**config.mk**
```make
export PLATFORM = sky130hd
export DESIGN_NAME = cmp_ctrl
export DESIGN_NICKNAME = d
export VERILOG_FILES = /design/src/include/cmp_ctrl_pkg.sv /design/src/core/cmp_channel.sv /design/src/core/cmp_ctrl.sv
export VERILOG_INCLUDE_DIRS = /design/src /design/src/include
export SDC_FILE = /design/constraint.sdc
export NUM_CORES = 1
export LEC_CHECK = 0
export BUFFER_PORTS_ARGS = -buffer_cell sky130_fd_sc_hd__buf_4
export CORE_MARGIN = 5
export CORE_UTILIZATION = 45
export DETAILED_ROUTE_END_ITERATION = 6
export GPL_ROUTABILITY_DRIVEN = 1
export PLACE_DENSITY = 0.82
export SLEW_MARGIN = 20
export SYNTH_ARGS = -nofsm -noshare
export SYNTH_HDL_FRONTEND = slang
export SYNTH_SLANG_ARGS = --single-unit
```
**constraint.sdc**
```tcl
create_clock -name ref_clk -period 4.87 [get_ports ref_clk]
set_clock_uncertainty 0.2 [all_clocks]
set_input_delay 0.487 -clock ref_clk [delete_from_list [all_inputs] [get_ports ref_clk]]
set_output_delay 0.487 -clock ref_clk [all_outputs]
set_load 0.02 [all_outputs]
```
**src/include/cmp_ctrl_cfg.svh**
```systemverilog
// Purpose: offsets, field positions and reset values of the comparator control block
// Assumes: AXI4-Lite byte addresses, one 32-bit word per register
// Notes:   8-bit registers sit in the low byte, upper bits read zero
`ifndef CMP_CTRL_CFG_SVH
`define CMP_CTRL_CFG_SVH

`define CMP_OFS_CTRL0_C1  8'h00
`define CMP_OFS_CTRL1_C1  8'h04
`define CMP_OFS_CTRL0_C2  8'h08
`define CMP_OFS_CTRL1_C2  8'h0C
`define CMP_OFS_MIRROR    8'h10
`define CMP_OFS_FLAGS     8'h14
`define CMP_OFS_PINCFG    8'h18
`define CMP_OFS_PORTRD    8'h1C

`define CMP_BIT_ENABLE    7
`define CMP_BIT_RESULT    6
`define CMP_BIT_ROUTE     5
`define CMP_BIT_INVERT    4
`define CMP_BIT_SPEED     2
`define CMP_BIT_HYST      1
`define CMP_BIT_SYNC      0
`define CMP_BIT_RISE      7
`define CMP_BIT_FALL      6
`define CMP_POS_HI        5
`define CMP_POS_LO        4
`define CMP_NEG_HI        1
`define CMP_NEG_LO        0

`define CMP_CTRL0_RST     8'h04
`define CMP_CTRL1_RST     8'h00
`define CMP_PINCFG_RST    8'h00
`define CMP_CTRL0_WMASK   8'hB7
`define CMP_CTRL1_WMASK   8'hF3

`define AXI_RESP_OKAY     2'h0
`define AXI_RESP_SLVERR   2'h2

`endif

```
**src/include/cmp_ctrl_pkg.sv**
```systemverilog
// Purpose: shared types of the comparator control block
// Assumes: nothing beyond the cfg header
// Notes:   positive-input codes mirror the two-bit select field
package cmp_ctrl_pkg;
    typedef enum logic [1:0] {
        POS_OWN_PIN   = 2'b00,
        POS_DAC_REF   = 2'b01,
        POS_FIXED_REF = 2'b10,
        POS_ALT       = 2'b11
    } pos_sel_type;

    typedef enum logic [1:0] {
        NEG_PIN_ZERO  = 2'b00,
        NEG_PIN_ONE   = 2'b01,
        NEG_PIN_TWO   = 2'b10,
        NEG_PIN_THREE = 2'b11
    } neg_sel_type;
endpackage : cmp_ctrl_pkg

```
**src/core/cmp_channel.sv**
```systemverilog
// Purpose: one comparator's result path: synchroniser, polarity, edge pulses, pin sync
// Assumes: raw_result is asynchronous; timer_clk_in is sampled on ref_clk
// Notes:   analog selects are not handled here; cmp_ctrl passes them straight through as two-bit codes
`timescale 1ns/1ps
module cmp_channel (
    input  wire logic        ref_clk,
    input  wire logic        sys_rst,
    input  wire logic        raw_result,
    input  wire logic        enable,
    input  wire logic        invert,
    input  wire logic        sync_sel,
    input  wire logic        rise_en,
    input  wire logic        fall_en,
    input  wire logic        timer_fall,
    output logic             result_q,
    output logic             ext_result,
    output logic             edge_pulse
);
    logic meta_q;
    logic sync_q;
    logic prev_q;
    logic latched_q;
    logic result_d;

    // raw result crosses into the core domain before any use
    always_ff @(posedge ref_clk) begin
        if (sys_rst) begin
            meta_q <= 1'b0;
            sync_q <= 1'b0;
        end else begin
            meta_q <= raw_result;
            sync_q <= meta_q;
        end
    end

    // a disabled comparator reads low before polarity, so toggling enable
    // or polarity can still produce an edge
    assign result_d = (sync_q & enable) ^ invert;

    // internal result latched once per core cycle
    always_ff @(posedge ref_clk) begin
        if (sys_rst) begin
            result_q <= 1'b0;
            prev_q   <= 1'b0;
        end else begin
            result_q <= result_d;
            prev_q   <= result_q;
        end
    end

    // one-cycle pulse per qualifying edge
    assign edge_pulse = (rise_en & result_q & ~prev_q) | (fall_en & ~result_q & prev_q);

    // falling edge of prescaled timer clock latches the external copy
    always_ff @(posedge ref_clk) begin
        if (sys_rst) begin
            latched_q <= 1'b0;
        end else if (timer_fall) begin
            latched_q <= result_q;
        end
    end

    assign ext_result = sync_sel ? latched_q : result_d;
endmodule : cmp_channel

```
**src/core/cmp_ctrl.sv**
```systemverilog
// Purpose: dual comparator control and status with an AXI4-Lite register slave
// Assumes: ref_clk 250 MHz; sys_rst synchronous active high; timer clock synchronous
// Notes:   analog controls leave as plain outputs; interrupt flags are per-comparator bits
`timescale 1ns/1ps
`include "cmp_ctrl_cfg.svh"

module cmp_ctrl
    import cmp_ctrl_pkg::*;
(
    input  wire logic                    ref_clk,
    input  wire logic                    sys_rst,
    input  wire logic [7:0]              s_axi_awaddr,
    input  wire logic                    s_axi_awvalid,
    output logic                         s_axi_awready,
    input  wire logic [31:0]             s_axi_wdata,
    input  wire logic [3:0]              s_axi_wstrb,
    input  wire logic                    s_axi_wvalid,
    output logic                         s_axi_wready,
    output logic [1:0]                   s_axi_bresp,
    output logic                         s_axi_bvalid,
    input  wire logic                    s_axi_bready,
    input  wire logic [7:0]              s_axi_araddr,
    input  wire logic                    s_axi_arvalid,
    output logic                         s_axi_arready,
    output logic [31:0]                  s_axi_rdata,
    output logic [1:0]                   s_axi_rresp,
    output logic                         s_axi_rvalid,
    input  wire logic                    s_axi_rready,
    input  wire logic [1:0]              raw_result,
    input  wire logic                    timer_clk_in,
    input  wire logic [1:0]              pin_direction_bit,
    input  wire logic [7:0]              port_pins_in,
    output logic [1:0]                   cmp_pin_out,
    output logic [1:0]                   cmp_pin_oe,
    output logic [1:0]                   timer_gate_result,
    output logic [1:0]                   cmp_irq_flag,
    output logic [1:0]                   analog_enable,
    output logic [1:0]                   analog_speed_fast,
    output logic [1:0]                   analog_hyst_en,
    output logic [1:0]                   analog_inputs_on,
    output pos_sel_type                  cmp_pos_sel [2],
    output neg_sel_type                  cmp_neg_sel [2]
);
    import cmp_ctrl_pkg::*;

    //--------------------------------------------------------------
    // registers
    //--------------------------------------------------------------
    logic [7:0] ctrl0_q [2];
    logic [7:0] ctrl1_q [2];
    logic [7:0] analog_cfg_q;
    logic [1:0] flag_q;
    logic [1:0] result_q;
    logic [1:0] edge_pulse;
    logic [1:0] ext_result;
    logic       timer_prev_q;
    logic       timer_fall;

    logic       aw_full_q;
    logic       w_full_q;
    logic [7:0] aw_addr_q;
    logic [31:0] w_data_q;
    logic [3:0] w_strb_q;
    logic       wr_fire;
    logic       wr_ok;

    //--------------------------------------------------------------
    // timer clock edge detect
    //--------------------------------------------------------------
    // timer clock is already synchronous to ref_clk, so one flop finds its fall
    always_ff @(posedge ref_clk) begin
        if (sys_rst) begin
            timer_prev_q <= 1'b0;
        end else begin
            timer_prev_q <= timer_clk_in;
        end
    end
    assign timer_fall = timer_prev_q & ~timer_clk_in;

    //--------------------------------------------------------------
    // per-comparator logic
    //--------------------------------------------------------------
    for (genvar i = 0; i < 2; i++) begin : g_cmp
        cmp_channel u_chan (
            .ref_clk    (ref_clk),
            .sys_rst    (sys_rst),
            .raw_result (raw_result[i]),
            .enable     (ctrl0_q[i][`CMP_BIT_ENABLE]),
            .invert     (ctrl0_q[i][`CMP_BIT_INVERT]),
            .sync_sel   (ctrl0_q[i][`CMP_BIT_SYNC]),
            .rise_en    (ctrl1_q[i][`CMP_BIT_RISE]),
            .fall_en    (ctrl1_q[i][`CMP_BIT_FALL]),
            .timer_fall (timer_fall),
            .result_q   (result_q[i]),
            .ext_result (ext_result[i]),
            .edge_pulse (edge_pulse[i])
        );

        assign timer_gate_result[i] = ext_result[i];
        // pin override ignores enable; drives only with direction cleared
        assign cmp_pin_oe[i]  = ctrl0_q[i][`CMP_BIT_ROUTE] & ~pin_direction_bit[i];
        assign cmp_pin_out[i] = ext_result[i];

        assign analog_enable[i]     = ctrl0_q[i][`CMP_BIT_ENABLE];
        assign analog_speed_fast[i] = ctrl0_q[i][`CMP_BIT_SPEED];
        assign analog_hyst_en[i]    = ctrl0_q[i][`CMP_BIT_HYST];
        // all inputs disconnect while the comparator is off
        assign analog_inputs_on[i]  = ctrl0_q[i][`CMP_BIT_ENABLE];
        // code 11 means shared pin on one, ground on two; the analog side
        // knows which instance it is
        assign cmp_pos_sel[i] = pos_sel_type'(ctrl1_q[i][`CMP_POS_HI:`CMP_POS_LO]);
        assign cmp_neg_sel[i] = neg_sel_type'(ctrl1_q[i][`CMP_NEG_HI:`CMP_NEG_LO]);
    end

    //--------------------------------------------------------------
    // write channel
    //--------------------------------------------------------------
    // a new address or data word waits for bready, so one answer is outstanding
    assign s_axi_awready = ~aw_full_q & ~s_axi_bvalid;
    assign s_axi_wready  = ~w_full_q & ~s_axi_bvalid;
    assign wr_fire       = aw_full_q & w_full_q & ~s_axi_bvalid;

    always_ff @(posedge ref_clk) begin
        if (sys_rst) begin
            aw_full_q <= 1'b0;
            aw_addr_q <= 8'h00;
        end else if (s_axi_awvalid && s_axi_awready) begin
            aw_full_q <= 1'b1;
            aw_addr_q <= s_axi_awaddr;
        end else if (wr_fire) begin
            aw_full_q <= 1'b0;
        end
    end

    always_ff @(posedge ref_clk) begin
        if (sys_rst) begin
            w_full_q <= 1'b0;
            w_data_q <= 32'h0000_0000;
            w_strb_q <= 4'h0;
        end else if (s_axi_wvalid && s_axi_wready) begin
            w_full_q <= 1'b1;
            w_data_q <= s_axi_wdata;
            w_strb_q <= s_axi_wstrb;
        end else if (wr_fire) begin
            w_full_q <= 1'b0;
        end
    end

    always_comb begin
        unique case (aw_addr_q)
            `CMP_OFS_CTRL0_C1, `CMP_OFS_CTRL1_C1, `CMP_OFS_CTRL0_C2,
            `CMP_OFS_CTRL1_C2, `CMP_OFS_MIRROR, `CMP_OFS_FLAGS,
            `CMP_OFS_PINCFG, `CMP_OFS_PORTRD: wr_ok = 1'b1;
            default: wr_ok = 1'b0;
        endcase
    end

    always_ff @(posedge ref_clk) begin
        if (sys_rst) begin
            s_axi_bvalid <= 1'b0;
            s_axi_bresp  <= `AXI_RESP_OKAY;
        end else if (wr_fire) begin
            s_axi_bvalid <= 1'b1;
            s_axi_bresp  <= wr_ok ? `AXI_RESP_OKAY : `AXI_RESP_SLVERR;
        end else if (s_axi_bready) begin
            s_axi_bvalid <= 1'b0;
        end
    end

    //--------------------------------------------------------------
    // register write decode
    //--------------------------------------------------------------
    logic       wr_lane0;
    logic [1:0] wr_ctrl0;
    logic [1:0] wr_ctrl1;
    logic       wr_flags;
    logic       wr_pincfg;

    // only byte lane 0 holds register bits, so the other strobes are ignored
    assign wr_lane0    = wr_fire & w_strb_q[0];
    assign wr_ctrl0[0] = wr_lane0 & (aw_addr_q == `CMP_OFS_CTRL0_C1);
    assign wr_ctrl0[1] = wr_lane0 & (aw_addr_q == `CMP_OFS_CTRL0_C2);
    assign wr_ctrl1[0] = wr_lane0 & (aw_addr_q == `CMP_OFS_CTRL1_C1);
    assign wr_ctrl1[1] = wr_lane0 & (aw_addr_q == `CMP_OFS_CTRL1_C2);
    assign wr_flags    = wr_lane0 & (aw_addr_q == `CMP_OFS_FLAGS);
    assign wr_pincfg   = wr_lane0 & (aw_addr_q == `CMP_OFS_PINCFG);

    //--------------------------------------------------------------
    // control registers, one set per comparator
    //--------------------------------------------------------------
    // writes to read-only and unimplemented bits are dropped by the masks
    for (genvar i = 0; i < 2; i++) begin : g_regs
        always_ff @(posedge ref_clk) begin
            if (sys_rst) begin
                ctrl0_q[i] <= `CMP_CTRL0_RST;
            end else if (wr_ctrl0[i]) begin
                ctrl0_q[i] <= w_data_q[7:0] & `CMP_CTRL0_WMASK;
            end
        end

        always_ff @(posedge ref_clk) begin
            if (sys_rst) begin
                ctrl1_q[i] <= `CMP_CTRL1_RST;
            end else if (wr_ctrl1[i]) begin
                ctrl1_q[i] <= w_data_q[7:0] & `CMP_CTRL1_WMASK;
            end
        end
    end

    // mirror and port-read offsets accept writes and change nothing
    always_ff @(posedge ref_clk) begin
        if (sys_rst) begin
            analog_cfg_q <= `CMP_PINCFG_RST;
        end else if (wr_pincfg) begin
            analog_cfg_q <= w_data_q[7:0];
        end
    end

    //--------------------------------------------------------------
    // interrupt flags
    //--------------------------------------------------------------
    // write one to clear; an edge in the same cycle wins
    for (genvar i = 0; i < 2; i++) begin : g_flag
        logic flag_clr;

        assign flag_clr = wr_flags & w_data_q[i];

        always_ff @(posedge ref_clk) begin
            if (sys_rst) begin
                flag_q[i] <= 1'b0;
            end else if (edge_pulse[i]) begin
                flag_q[i] <= 1'b1;
            end else if (flag_clr) begin
                flag_q[i] <= 1'b0;
            end
        end
    end
    assign cmp_irq_flag = flag_q;

    //--------------------------------------------------------------
    // read channel
    //--------------------------------------------------------------
    logic [7:0] rd_byte;
    logic       rd_ok;
    logic [7:0] ctrl0_view [2];

    // the live result is merged into bit 6, which has no storage of its own
    for (genvar i = 0; i < 2; i++) begin : g_view
        assign ctrl0_view[i] = ctrl0_q[i] | {1'b0, result_q[i], 6'h00};
    end

    always_comb begin
        rd_byte = 8'h00;
        rd_ok   = 1'b1;
        unique case (s_axi_araddr)
            `CMP_OFS_CTRL0_C1: rd_byte = ctrl0_view[0];
            `CMP_OFS_CTRL0_C2: rd_byte = ctrl0_view[1];
            `CMP_OFS_CTRL1_C1: rd_byte = ctrl1_q[0];
            `CMP_OFS_CTRL1_C2: rd_byte = ctrl1_q[1];
            `CMP_OFS_MIRROR:   rd_byte = {6'h00, result_q[1], result_q[0]};
            `CMP_OFS_FLAGS:    rd_byte = {6'h00, flag_q};
            `CMP_OFS_PINCFG:   rd_byte = analog_cfg_q;
            `CMP_OFS_PORTRD:   rd_byte = port_pins_in & ~analog_cfg_q;
            default:           rd_ok   = 1'b0;
        endcase
    end

    // araddr is decoded at the accepting edge; rdata then holds until rready
    assign s_axi_arready = ~s_axi_rvalid;

    always_ff @(posedge ref_clk) begin
        if (sys_rst) begin
            s_axi_rvalid <= 1'b0;
            s_axi_rdata  <= 32'h0000_0000;
            s_axi_rresp  <= `AXI_RESP_OKAY;
        end else if (s_axi_arvalid && s_axi_arready) begin
            s_axi_rvalid <= 1'b1;
            s_axi_rdata  <= {24'h00_0000, rd_byte};
            s_axi_rresp  <= rd_ok ? `AXI_RESP_OKAY : `AXI_RESP_SLVERR;
        end else if (s_axi_rready) begin
            s_axi_rvalid <= 1'b0;
        end
    end
endmodule : cmp_ctrl

```
# Word level (Yosys, flattened, before mapping)
# Memories as Yosys holds them, arrays and structs flattened. A register that Yosys moved wholly into a read port is not among the register bits.
# Index checks and enable logic that the tools add are counted.
[totals]
reg_bits = 54
mem_bits_rw = 24
mem_count = 3
mem_bits_ro = 32
wordCells = 139
[op_classes]
reduce_logical = 13
n_eq_ne = 12
bitwise_logic = 49
mux = 38
[memory_table]
columns = ["memory", "depth", "word_bits", "read_ports", "rd_ports_with_merged_regs", "write_ports", "line", "source"]
rows = [
  ["(no name shown)", 32, 1, 1, 1, 0, "cmp_ctrl.sv:150", "unique case (aw_addr_q)"],
  ["ctrl0_q", 2, 6, 2, 0, 2, "cmp_ctrl.sv:49", "logic [7:0] ctrl0_q [2];"],
  ["ctrl1_q", 2, 6, 2, 0, 2, "cmp_ctrl.sv:50", "logic [7:0] ctrl1_q [2];"],
]
[op_table]
columns = ["cell", "count"]
rows = [
  ["one-hot mux 8 bit (8 select lines)", 1],
  ["equality test 8 x 5 -> 1 bit (second input constant)", 6],
  ["equality test 8 x 4 -> 1 bit (second input constant)", 4],
  ["two-way mux 1 bit", 29],
  ["bitwise AND 1 bit", 26],
  ["two-way mux 6 bit", 4],
  ["equality test 8 x 3 -> 1 bit (second input constant)", 2],
  ["logical NOT 8 bit", 2],
  ["bitwise OR 8 x 7 -> 8 bit", 2],
  ["nonzero test 2 bit", 6],
  ["NOT 1 bit", 11],
  ["two-way mux 5 bit", 2],
  ["bitwise AND 8 bit", 1],
  ["NOT 8 bit", 1],
  ["OR reduction 8 bit", 1],
  ["bitwise OR 1 bit", 6],
  ["two-way mux 2 bit", 2],
  ["logical AND 1 bit", 3],
  ["logical NOT 3 bit", 1],
  ["XOR 1 bit", 2],
]

# Logic depth before layout (Yosys ltp)
[logic_depth]
word_depth = 8
ltp_mapped = 7

# Modules after synthesis
# A second synthesis with hierarchy kept.
[unflattened]
cells_unflattened = 396
hier_area_um2 = 3877.5
[by_module_without_submodules]
columns = ["module", "area_each_um2", "n_inst", "seq_area_each_um2", "cells_per_inst"]
rows = [
  ["cmp_ctrl", 3494.6, 1, 1581.5, 358],
  ["cmp_channel", 191.4, 2, 100.1, 19],
]

# Least setup slack after synthesis
# No wires, ideal clock.
[synth_path]
path_type = "flip-flop to flip-flop"
start = "register s_axi_bvalid"
end = "memory ctrl0_q[1][0] (netlist bit), enable pin"
stages_incl_launch_ff = 4
arrival_time_ns = 1.481
required_time_ns = 4.290
path_slack_ns = 2.809
path_cell_list = "dfxtp_1 and3b_2 nand3_4 o31ai_1"
[synth_lines]
columns = ["element", "line", "source"]
rows = [
  ["from (decl)", "cmp_ctrl.sv:20", "output logic s_axi_bvalid,"],
  ["from (signal assigned)", "cmp_ctrl.sv:160", "s_axi_bvalid <= 1'b0;"],
  ["from (signal assigned)", "cmp_ctrl.sv:163", "s_axi_bvalid <= 1'b1;"],
  ["from (signal assigned)", "cmp_ctrl.sv:166", "s_axi_bvalid <= 1'b0;"],
  ["to (decl)", "cmp_ctrl.sv:49", ""],
]

==> flow_summary.json <==
{
  "syn_avg_cell_area_sq_um": 10.1,
  "cts_made_buffers": 9,
  "fin_tns_setup_ps": 0,
  "synthAdderAreaFrac_pct": 0,
  "endpoint_kind": "register",
  "slew_viol_final": 0,
  "synth-seq-cells": 77,
  "finalWorstSetupSlack_ps": 2640,
  "hp-start": "s_axi_rready",
  "worstSetupPathType": "reg -> reg",
  "rsz0062_at_grt": "false",
  "cts_tree": "done",
  "synth-simple-area-share_pct": 22.1,
  "clock-root-buffer": "clkbuf_8",
  "synth_cell_type_count": 43,
  "synthMuxAreaShare_pct": 9.83,
  "viasPerCell": 4.91,
  "overflow": 0,
  "min_to": "s_axi_rvalid$_SDFFE_PP0P_",
  "die_h_um": 101,
  "comb_power_share_pct": 11.6,
  "drtIter0Drc": 83,
  "worst_slew_pin_slew_ps": 908,
  "whs_path_depth": 2,
  "pre_cts_ws_ps": 2600,
  "synth_compound_area_share_pct": 8.74,
  "area_growth_pct": 19.2,
  "die_w_um": 101,
  "drc": 0,
  "leakagePower_nw": 1.79,
  "p_seq_share_pct": 48.8,
  "hold_class": "in -> reg",
  "cp.arrival_ps": 2000,
  "ir_drop_v": 0.000180,
  "worstRegToRegCells": 3,
  "clkTransAtPathRegs_ps": 70,
  "wire_per_inst_um": 14.9,
  "synth-main-ff-cell": "dfxtp_1",
  "slew_headroom_pct": 39.0,
  "synth_edf_count": 24,
  "synth.area.top_cells": "dfxtp_1 (29%), edfxtp_1 (20%), buf_4 (8.3%), nand2_1 (6.0%), mux2i_1 (6.0%)",
  "p_clk_share_pct": 39.6,
  "crit_fanout": 9,
  "critPathLaunchType": "register",
  "synth_top_area_share_pct": 28.7,
  "clk_latency_ps": 350,
  "report.final.setup_viol": 0,
  "start_util_pct": 45.6,
  "grt_antenna_before_repair": 0,
  "cts_setup_buffers": 0,
  "hold_viol": 0,
  "fillCellCount": 715,
  "switching_share_pct": 23.7,
  "yosysWarnings": 0,
  "powerDensity_nw_per_um2": 331,
  "dr.pass1.iters": 5,
  "max_clock_freq_mhz": 449,
  "status": "complete, no violations",
  "gp_congestion": 0.835,
  "grt_max_degree": 52,
  "yosysSeqAreaShare_pct": 48.3,
  "drt_wl_total_um": 8080,
  "num_vias": 2656,
  "p_int_w": 0.00111,
  "coreArea_sq_um": 8090,
  "postCtsResizedCells": 0,
  "drive_gt1_share_pct": 25.5,
  "synthCells": 365,
  "min_period_ps": 2230,
  "synth_top_family_by_area": "simple AND/OR/NAND/NOR gates",
  "n_antenna_cell": 0,
  "drv_cap": 0,
  "finalPower_w": 0.00146,
  "regArea_sq_um": 1780,
  "num_rows": 33,
  "r2r_end": "ctrl0_q[1][3]$_SDFFCE_PN0P_",
  "fin_crit_sh_pct": 45.8,
  "final_nets": 503,
  "ant_nets": 0,
  "r2r_start": "s_axi_bvalid$_SDFFE_PP0P_",
  "holdBufCountCts": 0,
  "h-tree-depth": 3,
  "cp_data_required_time_ps": 4640,
  "clock-sinks": 77,
  "grt_pass1_vias": 2638,
  "clockBufferDepth": 2,
  "syn_area_sq_um": 3690,
  "grt_pass1_wl_um": 13000,
  "dp_hpwl_um": 6190,
  "p_sw_w": 0.000346,
  "ios": 137,
  "regToRegSetupSlack_ps": 2640,
  "synth_area_leader_cell": "dfxtp_1",
  "grtUsageTotal_pct": 16.4,
  "multi_input_area_sq_um": 1620,
  "synthArstFlopShare_pct": 0,
  "io_buffers": 83,
  "die-area_sq_um": 10100,
  "synthXorXnorAreaFrac_pct": 0.474
}
## cell families (layout without fill, tap and decap cells)
| kind of cell | Yosys count | in the layout |
|---|---|---|
| simple gates | 146 | 146 |
| flops | 77 | 77 |
| buf+inv | 56 | 102 |
| compound gates | 54 | 54 |
| mux | 29 | 29 |
| xor+xnor | 2 | 2 |
| other cells | 1 | 26 |
## through the flow
step / hold slack, ps / util [%] / area [sq um] / std cells
2_1_floorplan: 201 / - / 3790 / 390
3_3_place_gp: 206 / 51.4 / 4160 / 525
3_5_place_dp: 214 / 51.4 / 4160 / 525
4_1_cts: 107 / 54.4 / 4400 / 541
5_1_grt: 130 / 54.4 / 4400 / 541
6_report: 122 / 54.4 / 4400 / 541
## power by group through the flow
stage	combinational [W]	clock (W)	sequential (W)
3_5_place_dp	0.000168	0	0.000725
2_1_floorplan	0.000126	0	0.000720
4_1_cts	0.000169	0.000588	0.000711
3_3_place_gp	0.000165	0	0.000724
5_1_grt	0.000186	0.000616	0.000714
6_report	0.000168	0.000576	0.000711
## state kept, by name, indices dropped and copies added, names as in the netlist, 2 cells and up, named ones only
| name | cells |
|---|---|
| s_axi_rdata | 8 |
| aw_addr_q | 8 |
| g_cmp.u_chan.prev_q | 2 |
| ctrl0_q | 12 |
| g_cmp.u_chan.latched_q | 2 |
| g_cmp.u_chan.result_q | 2 |
| ctrl1_q | 12 |
| analog_cfg_q | 8 |
| g_cmp.u_chan.meta_q | 2 |
| cmp_irq_flag | 2 |
| g_cmp.u_chan.sync_q | 2 |
| w_data_q | 8 |
## per-layer routing
| layer | part of all wire (%) | wire length (um) | track usage [%] |
|---|---|---|---|
| met1 | 41 | 3350 | 20.6 |
| met2 | 51 | 4090 | 27.6 |
| met3 | 7.0 | 568 | 3.32 |
| met4 | 0.87 | 70 | 6.42 |
| met5 | 0 | 0 | 0 |
## cell usage after synthesis (2+ instances only)
cell and number:
nor3_1 3, nand3_1 2, nor2b_1 15, inv_1 3, edfxtp_1 24, o41ai_1 2
a31oi_1 2, a21o_1 2, buf_2 8, dfxtp_1 53, nor2_1 20, nor4_4 2
buf_4 41, o31ai_1 5, nand3b_1 2, a21oi_1 29, buf_6 2, mux2i_1 22
clkbuf_1 2, and2_1 27, nand2b_1 5, a211oi_1 2, mux4_2 3, xnor2_1 2
mux2_2 2, mux4_1 2, nand2_1 59, o21ai_0 7, nor4b_4 2, o22a_1 2
## area by class of cell
cell class                      instances  share of cell area (%)
Sequential cell                        77                    40.5
Multi-Input combinational cell        257                    36.7
Timing Repair Buffer                   83                    14.2
Clock buffer                           12                    3.30
Tap cell                              105                    2.98
Clock inverter                          4                    2.16
Inverter                                3                   0.256
## cell usage in the layout, fill, tap and decap left out, types with 2 or more instances in the layout
| cell | n |
|---|---|
| a211oi_1 | 2 |
| a21o_1 | 2 |
| a21oi_1 | 29 |
| a31oi_1 | 2 |
| and2_1 | 27 |
| buf_4 | 83 |
| bufinv_16 | 3 |
| clkbuf_1 | 2 |
| clkbuf_8 | 10 |
| conb_1 | 26 |
| dfxtp_1 | 53 |
| edfxtp_1 | 24 |
| inv_1 | 3 |
| mux2_2 | 2 |
| mux2i_1 | 22 |
| mux4_1 | 2 |
| mux4_2 | 3 |
| nand2_1 | 59 |
| nand2b_1 | 5 |
| nand3_1 | 2 |
| nand3b_1 | 2 |
| nor2_1 | 20 |
| nor2b_1 | 15 |
| nor3_1 | 3 |
| nor4_4 | 2 |
| nor4b_4 | 2 |
| o21ai_0 | 7 |
| o22a_1 | 2 |
| o31ai_1 | 5 |
| o41ai_1 | 2 |
| xnor2_1 | 2 |
## worst max-delay path by stage
stage,from,endpoint,depth (start not counted)
after global routing,s_axi_bvalid$_SDFFE_PP0P_,ctrl0_q[1][3]$_SDFFCE_PN0P_,3
after detailed placement,s_axi_bvalid$_SDFFE_PP0P_,ctrl0_q[1][1]$_SDFFCE_PN0P_,3
final,s_axi_bvalid$_SDFFE_PP0P_,ctrl0_q[1][3]$_SDFFCE_PN0P_,3
after floorplan,s_axi_bvalid$_SDFFE_PP0P_,ctrl0_q[1][0]$_SDFFCE_PN0P_,3
after CTS,s_axi_bvalid$_SDFFE_PP0P_,ctrl0_q[1][3]$_SDFFCE_PN0P_,3
after global placement,s_axi_bvalid$_SDFFE_PP0P_,ctrl0_q[1][2]$_SDFFCE_PN1P_,3
## worst max-delay path: stages (launching register included)
cell and delay, ps:
dfxtp_1 360, and3b_2 300, nand3_4 170, o31ai_1 820
Note: power is estimated with default switching activity, not from simulation.
